[config.mk]
export PLATFORM = sky130hd
export DESIGN_NAME = scfg_regs
export DESIGN_NICKNAME = d
export VERILOG_FILES = /design/src/scfg_pkg.sv /design/src/scfg_regs.sv
export SDC_FILE = /design/constraint.sdc
export NUM_CORES = 1
export LEC_CHECK = 0
export BUFFER_PORTS_ARGS = -buffer_cell sky130_fd_sc_hd__buf_4
export CAP_MARGIN = 15
export CORE_MARGIN = 2
export CORE_UTILIZATION = 35
export DETAILED_ROUTE_END_ITERATION = 10
export HOLD_SLACK_MARGIN = 0.05
export RECOVER_POWER = 50
export SKIP_CTS_REPAIR_TIMING = 1
export SLEW_MARGIN = 10
export SYNTH_ARGS = -nofsm -noshare
export SYNTH_HDL_FRONTEND = slang
export SYNTH_SLANG_ARGS = --single-unit
[constraint.sdc]
create_clock -name clk -period 2.5 [get_ports clk]
set_input_delay 0.5 -clock clk [delete_from_list [all_inputs] [get_ports clk]]
set_output_delay 0.5 -clock clk [all_outputs]
set_load 0.005 [all_outputs]
[src/scfg_pkg.sv]
package scfg_pkg;
  // Register offsets.
  localparam logic [7:0] OFS_OBSERVE = 8'h00;
  localparam logic [7:0] OFS_PWDN = 8'h01;
  localparam logic [7:0] OFS_RST_OVR = 8'h02;
  localparam logic [7:0] OFS_CHECK = 8'h05;
  localparam logic [7:0] OFS_ACCESS = 8'h06;
  localparam logic [7:0] OFS_SOFT_RST = 8'h07;
  localparam logic [7:0] OFS_PIN_OVR = 8'h08;
  // Reset values.
  localparam logic [7:0] DEF_OBSERVE = 8'h00;
  localparam logic [7:0] DEF_PWDN = 8'h00;
  localparam logic [7:0] DEF_RST_OVR = 8'h00;
  localparam logic [7:0] DEF_CHECK = 8'h00;
  localparam logic [7:0] DEF_ACCESS = 8'h10;
  localparam logic [7:0] DEF_SOFT_RST = 8'h01;
  localparam logic [7:0] DEF_PIN_OVR = 8'h00;
  // Field positions and masks.
  localparam int BIT_RST_OVR = 0;
  localparam int BIT_NO_CHECK = 3;
  localparam int BIT_REG_RESET = 6;
  localparam int BIT_MST_RESET = 5;
  localparam int BIT_RECEIVER_DETECT_OVR = 3;
  localparam int BIT_MODE_OVR = 2;
  localparam logic [7:0] MASK_OBSERVE_RW = 8'h83;
  localparam logic [7:0] MASK_SOFT_RST_RW = 8'h9F;
  localparam logic [7:0] ALL_POWERED_DOWN = 8'hFF;
  // Seven-bit slave address for strap value zero.
  localparam logic [6:0] SLAVE_ADDR_BASE = 7'h58;
  localparam logic [3:0] BITS_PER_BYTE = 4'h8;
  // Slave protocol states.
  typedef enum logic [3:0] {
    ST_IDLE = 4'b0000,
    ST_ADDR = 4'b0001,
    ST_ACK_ADDR = 4'b0010,
    ST_INDEX = 4'b0011,
    ST_ACK_INDEX = 4'b0100,
    ST_WDATA = 4'b0101,
    ST_ACK_WDATA = 4'b0110,
    ST_RDATA = 4'b0111,
    ST_MACK = 4'b1000
  } scfg_state_e;
endpackage

[src/scfg_regs.sv]
// Behaviour
// - Device acknowledges low after an address byte matching its own.
// - Host sends a register index; device acknowledges it low.
// - Device shifts out the eight bits of the indexed register.
// - Observation bits 6:3 show live strap levels, strap 3 in bit 6.
// - Observation bit 2 reads one once configuration load has finished.
// - Each power-down bit disables a channel; all ones means low power.
// - Override bit set: reset pin ignored, power-down from register.
// - No-check bit set lets channel writes pass without check byte match.
// - Writing register-reset bit restores all register defaults; it self-clears.
// - Writing master-reset bit resets the master state machine; self-clears.
// - Receiver-detect override bit takes receiver detect from registers.
// - Mode override bit takes operating mode from registers.
// - Address byte is B0h plus twice the strap value.
`timescale 1ns/1ns
`default_nettype none
module scfg_regs
  import scfg_pkg::*;
(
  // Clock and reset.
  input wire logic clk,
  input wire logic rst_n,
  // Serial port pins, open drain data.
  input wire logic scl,
  input wire logic sda_in,
  output logic sda_out,
  output logic sda_oe,
  // Device pins and internal status.
  input wire logic [3:0] strap_addr,
  input wire logic reset_pin_n,
  input wire logic mode_pin,
  input wire logic receiver_detect_pin,
  input wire logic config_load_done,
  input wire logic [7:0] check_expected,
  input wire logic mode_reg_value,
  input wire logic receiver_detect_reg_value,
  // Control results.
  output logic [7:0] chan_power_down,
  output logic low_power,
  output logic channel_write_ok,
  output logic mode_sel,
  output logic receiver_detect_sel,
  output logic master_reset
);

  typedef struct packed {
    logic scl1, scl2, scl3, sda1, sda2, sda3;
    logic [6:0] pin1, pin2;
    scfg_state_e state;
    logic [3:0] cnt;
    logic [7:0] sh, index;
    logic rw, mack, sda_oe, sda_out;
    logic [7:0] obs, pwdn, rst_ovr, check, access, soft_rst, pin_ovr;
    logic [7:0] chan_power_down;
    logic low_power, channel_write_ok, mode_sel, receiver_detect_sel, master_reset;
  } scfg_state_s;

  localparam scfg_state_s RESET_STATE = '{
    scl1: 1'b1, scl2: 1'b1, scl3: 1'b1, sda1: 1'b1, sda2: 1'b1, sda3: 1'b1,
    pin1: 7'h00, pin2: 7'h00, state: ST_IDLE, cnt: 4'h0, sh: 8'h00, index: 8'h00,
    rw: 1'b0, mack: 1'b0, sda_oe: 1'b0, sda_out: 1'b0,
    obs: DEF_OBSERVE, pwdn: DEF_PWDN, rst_ovr: DEF_RST_OVR, check: DEF_CHECK,
    access: DEF_ACCESS, soft_rst: DEF_SOFT_RST, pin_ovr: DEF_PIN_OVR,
    chan_power_down: 8'h00, low_power: 1'b0, channel_write_ok: 1'b0,
    mode_sel: 1'b0, receiver_detect_sel: 1'b0, master_reset: 1'b0};

  scfg_state_s q, n;
  logic scl_rise, scl_fall, bus_start, bus_stop, wr_en;
  logic [3:0] strap;
  logic [7:0] rd_byte;

  // Synchronised pin fields: strap in 6:3, reset pin 2, mode 1, detect 0.
  assign strap = q.pin2[6:3];
  assign scl_rise = q.scl2 & ~q.scl3;
  assign scl_fall = ~q.scl2 & q.scl3;
  assign bus_start = q.scl2 & q.scl3 & q.sda3 & ~q.sda2;
  assign bus_stop = q.scl2 & q.scl3 & ~q.sda3 & q.sda2;
  assign wr_en = (q.state == ST_WDATA) && scl_fall && (q.cnt == BITS_PER_BYTE);

  // Returns the byte seen by a read of the given index; unmapped reads zero.
  function automatic logic [7:0] rd(input scfg_state_s s, input logic [7:0] idx);
    logic [7:0] v;
    v = 8'h00;
    case (idx)
      OFS_OBSERVE: v = (s.obs & MASK_OBSERVE_RW) | {1'b0, s.pin2[6:3], config_load_done, 2'b00};
      OFS_PWDN: v = s.pwdn;
      OFS_RST_OVR: v = s.rst_ovr;
      OFS_CHECK: v = s.check;
      OFS_ACCESS: v = s.access;
      OFS_SOFT_RST: v = s.soft_rst & MASK_SOFT_RST_RW;
      OFS_PIN_OVR: v = s.pin_ovr;
      default: v = 8'h00;
    endcase
    return v;
  endfunction

  // Byte that a read of the current index would return, loaded at the start of a data phase.
  assign rd_byte = rd(q, q.index);

  ////////////////////////////////////////////////////////////////////////////
  // Next-state logic for pins, protocol engine, registers and outputs.
  always_comb
  begin
    n = q;
    n.scl1 = scl;
    n.scl2 = q.scl1;
    n.scl3 = q.scl2;
    n.sda1 = sda_in;
    n.sda2 = q.sda1;
    n.sda3 = q.sda2;
    n.pin1 = {strap_addr, reset_pin_n, mode_pin, receiver_detect_pin};
    n.pin2 = q.pin1;
    n.master_reset = 1'b0;
    n.sda_out = 1'b0;
    if (bus_stop)
    begin
      n.state = ST_IDLE;
      n.sda_oe = 1'b0;
    end
    else if (bus_start)
    begin
      n.state = ST_ADDR;
      n.cnt = 4'h0;
      n.sda_oe = 1'b0;
    end
    else
    begin
      case (q.state)
        ST_ADDR, ST_INDEX, ST_WDATA:
        begin
          if (scl_rise)
          begin
            n.sh = {q.sh[6:0], q.sda2};
            n.cnt = q.cnt + 4'h1;
          end
          else if (scl_fall && q.cnt == BITS_PER_BYTE)
          begin
            n.cnt = 4'h0;
            n.sda_oe = 1'b1;
            if (q.state == ST_ADDR)
            begin
              n.rw = q.sh[0];
              if (q.sh[7:1] == SLAVE_ADDR_BASE + {2'b00, strap, 1'b0} / 7'h2)
                n.state = ST_ACK_ADDR;
              else
              begin
                n.state = ST_IDLE;
                n.sda_oe = 1'b0;
              end
            end
            else if (q.state == ST_INDEX)
            begin
              n.index = q.sh;
              n.state = ST_ACK_INDEX;
            end
            else
              n.state = ST_ACK_WDATA;
          end
        end
        ST_ACK_ADDR, ST_ACK_INDEX, ST_ACK_WDATA:
        begin
          if (scl_fall)
          begin
            n.sda_oe = 1'b0;
            n.state = ST_WDATA;
            if (q.state == ST_ACK_ADDR && q.rw)
            begin
              n.sh = rd_byte;
              n.sda_oe = ~rd_byte[7];
              n.state = ST_RDATA;
            end
            else if (q.state == ST_ACK_ADDR)
              n.state = ST_INDEX;
          end
        end
        ST_RDATA:
        begin
          if (scl_fall)
          begin
            n.cnt = q.cnt + 4'h1;
            n.sh = {q.sh[6:0], 1'b0};
            n.sda_oe = ~q.sh[6];
            if (q.cnt == BITS_PER_BYTE - 4'h1)
            begin
              n.sda_oe = 1'b0;
              n.state = ST_MACK;
            end
          end
        end
        ST_MACK:
        begin
          if (scl_rise)
            n.mack = q.sda2;
          else if (scl_fall)
          begin
            n.cnt = 4'h0;
            n.state = ST_IDLE;
            if (!q.mack)
            begin
              n.sh = rd_byte;
              n.sda_oe = ~rd_byte[7];
              n.state = ST_RDATA;
            end
          end
        end
        default: n.state = ST_IDLE;
      endcase
    end
    // Register writes; a register reset overrides the byte being written.
    if (wr_en)
    begin
      case (q.index)
        OFS_OBSERVE: n.obs = q.sh & MASK_OBSERVE_RW;
        OFS_PWDN: n.pwdn = q.sh;
        OFS_RST_OVR: n.rst_ovr = q.sh;
        OFS_CHECK: n.check = q.sh;
        OFS_ACCESS: n.access = q.sh;
        OFS_SOFT_RST: n.soft_rst = q.sh & MASK_SOFT_RST_RW;
        OFS_PIN_OVR: n.pin_ovr = q.sh;
        default: n.index = q.index;
      endcase
      if (q.index == OFS_SOFT_RST && q.sh[BIT_MST_RESET])
        n.master_reset = 1'b1;
      if (q.index == OFS_SOFT_RST && q.sh[BIT_REG_RESET])
      begin
        n.obs = DEF_OBSERVE;
        n.pwdn = DEF_PWDN;
        n.rst_ovr = DEF_RST_OVR;
        n.check = DEF_CHECK;
        n.access = DEF_ACCESS;
        n.soft_rst = DEF_SOFT_RST;
        n.pin_ovr = DEF_PIN_OVR;
      end
    end
    // Control outputs from the current register and pin state.
    if (q.rst_ovr[BIT_RST_OVR] || q.pin2[2])
      n.chan_power_down = q.pwdn;
    else
      n.chan_power_down = ALL_POWERED_DOWN;
    n.low_power = (n.chan_power_down == ALL_POWERED_DOWN);
    n.channel_write_ok = q.access[BIT_NO_CHECK] || (q.check == check_expected);
    n.mode_sel = q.pin_ovr[BIT_MODE_OVR] ? mode_reg_value : q.pin2[1];
    n.receiver_detect_sel = q.pin_ovr[BIT_RECEIVER_DETECT_OVR] ? receiver_detect_reg_value : q.pin2[0];
  end

  // State register.
  always_ff @(posedge clk or negedge rst_n)
  begin
    if (!rst_n)
      q <= RESET_STATE;
    else
      q <= n;
  end

  assign sda_out = q.sda_out;
  assign sda_oe = q.sda_oe;
  assign chan_power_down = q.chan_power_down;
  assign low_power = q.low_power;
  assign channel_write_ok = q.channel_write_ok;
  assign mode_sel = q.mode_sel;
  assign receiver_detect_sel = q.receiver_detect_sel;
  assign master_reset = q.master_reset;

  ////////////////////////////////////////////////////////////////////////////
  // Checks beside the logic.
  property p_ack_addr;
    @(posedge clk) disable iff (!rst_n) q.state == ST_ACK_ADDR |-> sda_oe;
  endproperty
  a_ack_addr: assert property (p_ack_addr) else $error("address ack not driven");
  property p_ack_index;
    @(posedge clk) disable iff (!rst_n)
      (q.state == ST_INDEX && scl_fall && q.cnt == BITS_PER_BYTE) |=> sda_oe && q.index == $past(q.sh);
  endproperty
  a_ack_index: assert property (p_ack_index) else $error("index not taken or acked");
  property p_read_bit;
    @(posedge clk) disable iff (!rst_n) q.state == ST_RDATA |-> sda_oe == ~q.sh[7];
  endproperty
  a_read_bit: assert property (p_read_bit) else $error("read data bit wrong");
  property p_strap_read;
    @(posedge clk) disable iff (!rst_n)
      (q.state == ST_ACK_ADDR && q.rw && scl_fall && q.index == OFS_OBSERVE)
      |=> q.sh[6:3] == $past(strap) && q.sh[2] == $past(config_load_done);
  endproperty
  a_strap_read: assert property (p_strap_read) else $error("observation byte wrong");
  property p_pin_reset;
    @(posedge clk) disable iff (!rst_n)
      (!q.rst_ovr[BIT_RST_OVR] && !q.pin2[2]) |=> chan_power_down == 8'hFF ##0 low_power;
  endproperty
  a_pin_reset: assert property (p_pin_reset) else $error("reset pin not obeyed");
  property p_override;
    @(posedge clk) disable iff (!rst_n)
      q.rst_ovr[BIT_RST_OVR] |=> chan_power_down == $past(q.pwdn);
  endproperty
  a_override: assert property (p_override) else $error("power-down override lost");
  property p_no_check;
    @(posedge clk) disable iff (!rst_n) q.access[BIT_NO_CHECK] |=> channel_write_ok;
  endproperty
  a_no_check: assert property (p_no_check) else $error("write gate closed");
  property p_reg_reset;
    @(posedge clk) disable iff (!rst_n)
      (wr_en && q.index == OFS_SOFT_RST && q.sh[BIT_REG_RESET])
      |=> q.pwdn == 8'h00 && q.access == 8'h10 && q.soft_rst == 8'h01;
  endproperty
  a_reg_reset: assert property (p_reg_reset) else $error("register reset failed");
  property p_mst_reset;
    @(posedge clk) disable iff (!rst_n)
      (wr_en && q.index == OFS_SOFT_RST && q.sh[BIT_MST_RESET]) |=> master_reset ##1 !master_reset;
  endproperty
  a_mst_reset: assert property (p_mst_reset) else $error("master reset pulse wrong");
  property p_mode;
    @(posedge clk) disable iff (!rst_n)
      q.pin_ovr[BIT_MODE_OVR] |=> mode_sel == $past(mode_reg_value);
  endproperty
  a_mode: assert property (p_mode) else $error("mode override lost");
  c_read: cover property (@(posedge clk) disable iff (!rst_n) q.state == ST_MACK ##[1:40] bus_stop);
  c_write: cover property (@(posedge clk) disable iff (!rst_n) wr_en);
  c_nomatch: cover property (@(posedge clk) disable iff (!rst_n)
    q.state == ST_ADDR ##1 q.state == ST_IDLE);
endmodule
`default_nettype wire

## After elaboration in Yosys (flattened, before gate mapping)

Index checks and enable logic that the tools add are counted.

| storage, ports and cells | value |
|---|---|
| bits in registers | 116 |

| cells by class | value |
|---|---|
| bitwise logic cells | 17 |
| reduce and logical (&&, ||, !) cells | 35 |
| muxes and demuxes | 63 |
| add/sub/neg operators | 2 |
| equality and inequality tests | 39 |

Operators with widths:

| kind | number |
|---|---|
| $mux W8 | 18 |
| $mux W56 | 1 |
| $pmux W8 S7 | 1 |
| $mux W16 | 3 |
| $ne A4 B4 Y1 const B | 9 |
| $pmux W8 S4 | 1 |
| $mux W4 | 7 |
| $mux W9 | 3 |
| $eq A8 B3 Y1 const B | 3 |
| $eq A4 B3 Y1 const B | 5 |
| $mux W1 | 20 |
| $mux W10 | 2 |
| $ne A2 B2 Y1 const B | 8 |
| $pmux W4 S4 | 1 |
| $reduce_and A2 Y1 | 7 |
| $reduce_bool A2 Y1 | 7 |
| $pmux W4 S3 | 1 |
| $reduce_and A6 Y1 | 2 |
| $reduce_and A10 Y1 | 1 |
| $ne A3 B3 Y1 const B | 3 |
| $not A1 Y1 | 9 |
| $eq A4 B2 Y1 const B | 2 |
| $eq A4 B4 Y1 const B | 2 |
| $eq A8 B1 Y1 const B | 1 |
| other kinds (23) | 39 |

## Depth between registers and ports, before layout

| logic depth | value |
|---|---|
| word-level depth | 10 |
| mapped depth | 9 |

## Worst setup path after synthesis

OpenSTA, ideal clock, no wires.

| timing path | value |
|---|---|
| path kind | register to register |
| start point | register q[114] (netlist bit) |
| end point | register q[45] (netlist bit) |
| arrival time | 2.016 ns |
| slack | 0.358 ns |
| library setup time | 0.125 ns |
| clock period less this slack | 2.142 ns |
| cell stages (with the launch flop) | 7 |
| cells stage by stage | dfstp_2 buf_4 nor2b_2 nand4_2 or4_1 buf_2 mux2_4 |

| on the way | value |
|---|---|
| cells in the longest elaborated chain, start to end | 4 |

Ends and longest elaborated chain:

| item | line | text |
|---|---|---|
| from (decl) | scfg_regs.sv:67 | `scfg_state_s q, n;` |
| from (signal assigned) | scfg_regs.sv:252 | `q <= n;` |
| $and A1 B1 Y1 | scfg_regs.sv:75 | `assign scl_fall = ~q.scl2 & q.scl3;` |
| $logic_and A1 B1 Y1 (2 in series) | scfg_regs.sv:78 | `assign wr_en = (q.state == ST_WDATA) && scl_fall && (q.cnt == BITS_PER_BYTE);` |
| $reduce_and A2 Y1 (no line) | - |  |

Every way passes these cells.
A chain may end at the register's enable or synchronous reset.

## Final worst setup path

| timing path | value |
|---|---|
| start point | register q[96] (netlist bit) |
| end point | register q[85] (netlist bit) |

| on the way | value |
|---|---|
| cells in the longest elaborated chain, start to end | 4 |
| elaborated cells between the ends (all ways) | 21 |
| classes of those cells | eq/ne (15); mux (1); reduce/logical (5) |

Ends and longest elaborated chain:

| item | line | text |
|---|---|---|
| $eq A4 B3 Y1, or another cell as far along | scfg_regs.sv:128 | `case (q.state)` |
| $reduce_or A3 Y1 / $logic_and A1 B1 Y1 (equally long branches) | scfg_regs.sv:128, scfg_regs.sv:166 |  |
| $reduce_bool A4 Y1 (no line) / $ne A2 B2 Y1 (equally long branches) | - |  |
| $reduce_and A10 Y1 (no line) | - |  |

Parallel ways exist; a longest one is shown, timed or not.

==> key figures <==
Logic synthesis
  • Syn Inst Count: 501
  • Yosys Warn Count: 0
  • Seq/Total Area, Yosys: around half
  • FFs w/ async S/R, synth: 100.0%
  • Average cell area after synthesis: ~11 sq um
  • Post-synth net total: 525
  • #FFs+latches synth: around 110
  • Synth Flop Type: dfrtp_1
  • Unique masters post-synth: between 70 and 80
  • Post-synth EDFFs: 0
  • Synthesized cell area: approximately 5500 sq um

Worst hold path
  • Worst Hold Class: primary input to flop
  • Worst hold path depth: 1

Layout
  • Inserted Diodes: 0
  • Multi-input gate area: around 2500 sq um
  • Reg area: 2738 sq um
  • Final #Nets: 560
  • Layout cells sized above 1: between 20% and 30%
  • P&R area growth vs syn: 14.82%
  • # fillers: 1482

STA
  • Pins Over Slew Limit: 0
  • Setup Skew: approximately 0.014 ns
  • Max Freq: between 400 and 500 MHz
  • Slack of the critical path: around 0.25 ns
  • Crit share post-route: about 90%
  • Post-layout minimum cycle time: around 2.3 ns
  • Relative slew margins: ~1.1%
  • Final hold violations: 0
  • Setup TNS: 0 ns
  • Setup violators final: 0
  • RSZ-0062 raised after global routing: no
  • Worst Tran Pin Value: 1.484 ns

Die
  • Die X: roughly 130 um
  • Row cnt: between 40 and 50
  • Core area: ~15000 sq um
  • Initial Utilization: between 30% and 40%
  • I/O pin total: 37
  • Full die area: 16620 sq um
  • Die Span Y: around 130 um

Worst setup path
  • Family with the most delay on the worst path: simple AND/OR/NAND/NOR gates
  • Slowest stage cell, crit path: dfrtp_1
  • Crit-path cells: and4b_1, o21ai_0, o311ai_2, nor2_2, mux2_2
  • WP data required: 2.75 ns
  • FF-to-FF path depth: 5
  • Setup crit start kind: flop
  • CP endpoint kind: flop
  • Crit path max fanout: 12
  • Critical Path AT: 2.50 ns
  • Crit-path max cell delay: 0.57 ns
  • WP buf/inv: 0
  • Crit Path Class: flop to flop
  • Number of cells on the critical path: 5

Global route
  • All-Layer GR Usage: a little under a fifth
  • Antenna violations before repair: 0
  • Largest net degree at the start of global routing: 110
  • Grt ovf: 0
  • First-pass GRT wire length: approximately 23000 um
  • Vias in the first global route: a little under 4k

Run
  • Maxcap violations: 0

Placement
  • Hpwl dp: about 10000 um
  • Place WS: 0.2812 ns
  • Port Buffers: 35
  • Routability Congestion: approximately 0.9

Pwr
  • Pwr/cell area: roughly 790 nW/um^2
  • Leak pwr: between 2 and 3 nW
  • VDD IR max: 0.3435 mV

Clock network
  • Clock transition at path regs: about 0.080 ns
  • H-tree levels: 3
  • Clk root buf: clkbuf_16
  • Max Root-Sink Buffers: 2
  • Clk_lat worst skew: around 0.36 ns
  • CTS tree: done
  • Clock sink count: about 110
  • CTS buffer count: 9

Detailed routing
  • First-pass DRT Iterations: 5
  • Via count: roughly 4.0k
  • Initial DRC count: about 370
  • DRT antenna net count: 0
  • Via density: 5.525
  • Final wirelength: 14310 um
  • WL per Instance: a little under 20 um
  • Post-route DRC: 0

Run status
  • Status: complete, no violations
-- final timing paths --
kind | start | to | slack, ns
min reg2reg | n[98] | q[98] | 0.35
min in group asynchronous | rst_n | q[93] | 0.59
max in group asynchronous | rst_n | q[92] | 0.94
max reg2reg | q[96] | q[85] | 0.25
max | q[96] | q[85] | 0.25
min | scl | n[115] | 0.25
-- metal layers --
layer  routed length (um)  global-route usage, %  vias to the layer above
met2                 6618                  26.89                       93
met5                    0                      0                        -
li1                     -                      -                     1882
met4                  279                  6.138                        0
met1                 6854                  26.90                     2032
met3                  552                  3.119                       21
-- where the power goes --
part           internal, W  total, W  leakage (nW)  switching (W)
Sequential         0.00190   0.00219          1.41       0.000285
Clock             0.000727   0.00151         0.152       0.000781
Combinational     0.000561   0.00128          1.21       0.000724
Total              0.00319   0.00498          2.77        0.00179
-- Yosys cell counts (all sizes together), types with 6 or more instances --
cell       n  area share [%]
and2       9             1.0
nand4      9             1.1
inv       10            0.69
a2bb2oi    6            0.96
nor3       7            0.64
clkbuf    17             1.2
mux2      51              11
nand2     39             2.8
a22o       7             1.1
a211oi     8             1.1
a21oi     14             1.7
or2        9             1.0
dfrtp    101              46
buf       21             2.5
nand2b     8            0.92
nand3b     8             1.1
nor2      20             1.4
dfstp      8             3.8
nor2b      9             1.1
xor2       7             1.1
a22oi      7            0.96
o21ai     36             3.3
nand3     15             1.4
-- flip-flops by register name, summed over array words and instances, names as in the netlist --
signal	cells
channel_write_ok	1
mode_sel	1
chan_power_down	8
sda_oe	1
q	84
master_reset	1
receiver_detect_sel	1
low_power	1
n	11
-- cell families (layout without fill, tap and decap cells) --
logic type               Yosys count  in the layout  share of synthesized area [%]
AO/OA/AOI/OAI                    115            115                          14.80
XOR/XNOR                          12             12                          1.924
other                              1              1                        0.06866
multiplexers                      55             55                          11.45
flip-flops                       109            109                          50.13
AND/OR/NAND/NOR                  159            159                          16.77
adder cells (fa/ha/maj)            2              2                         0.4581
buffers and inverters             48             88                          4.399
-- area by class of cell --
type / count / share of cell area (%)
clock buffers: 9 / 3.591
clock inverters: 7 / 1.377
inverters: 10 / 0.5986
multi-input cells: 344 / 39.60
flip-flops and latches: 109 / 43.66
well taps: 188 / 3.751
repair buffers: 62 / 7.422
-- cell usage in the layout (no fill, tap or decap), types with 6 or more instances in the layout --
master,netlist,routed
a21oi_1,12,12
dfrtp_1,101,101
a22o_1,7,7
mux2_2,48,48
nor3_1,7,7
nor2_1,19,19
nand3b_1,8,8
nor2b_1,8,8
clkbuf_16,0,9
buf_4,10,51
a22oi_1,7,7
nand2_1,38,38
clkbuf_4,0,11
or2_2,9,9
xor2_1,7,7
dfstp_2,8,7
o21ai_1,6,6
nand3_1,15,15
a2bb2oi_1,6,6
a211oi_1,8,8
o21ai_0,30,30
inv_1,10,10
nand4_1,8,8
and2_1,9,9
nand2b_1,8,8
-- metrics by stage --
stage	std cells	utilization (%)	hold WS, ns	area, sq um	total power (W)
after floorplan	501	-	0.2044	5461	0.002982
after global placement	713	39.28	0.3324	5972	0.003474
after detailed placement	713	39.28	0.3347	5972	0.003499
after CTS	729	41.33	0.2267	6284	0.005009
after global routing	729	41.25	0.2411	6271	0.005252
final	729	41.25	0.2533	6271	0.004981
(Power assumes the default switching activity.)
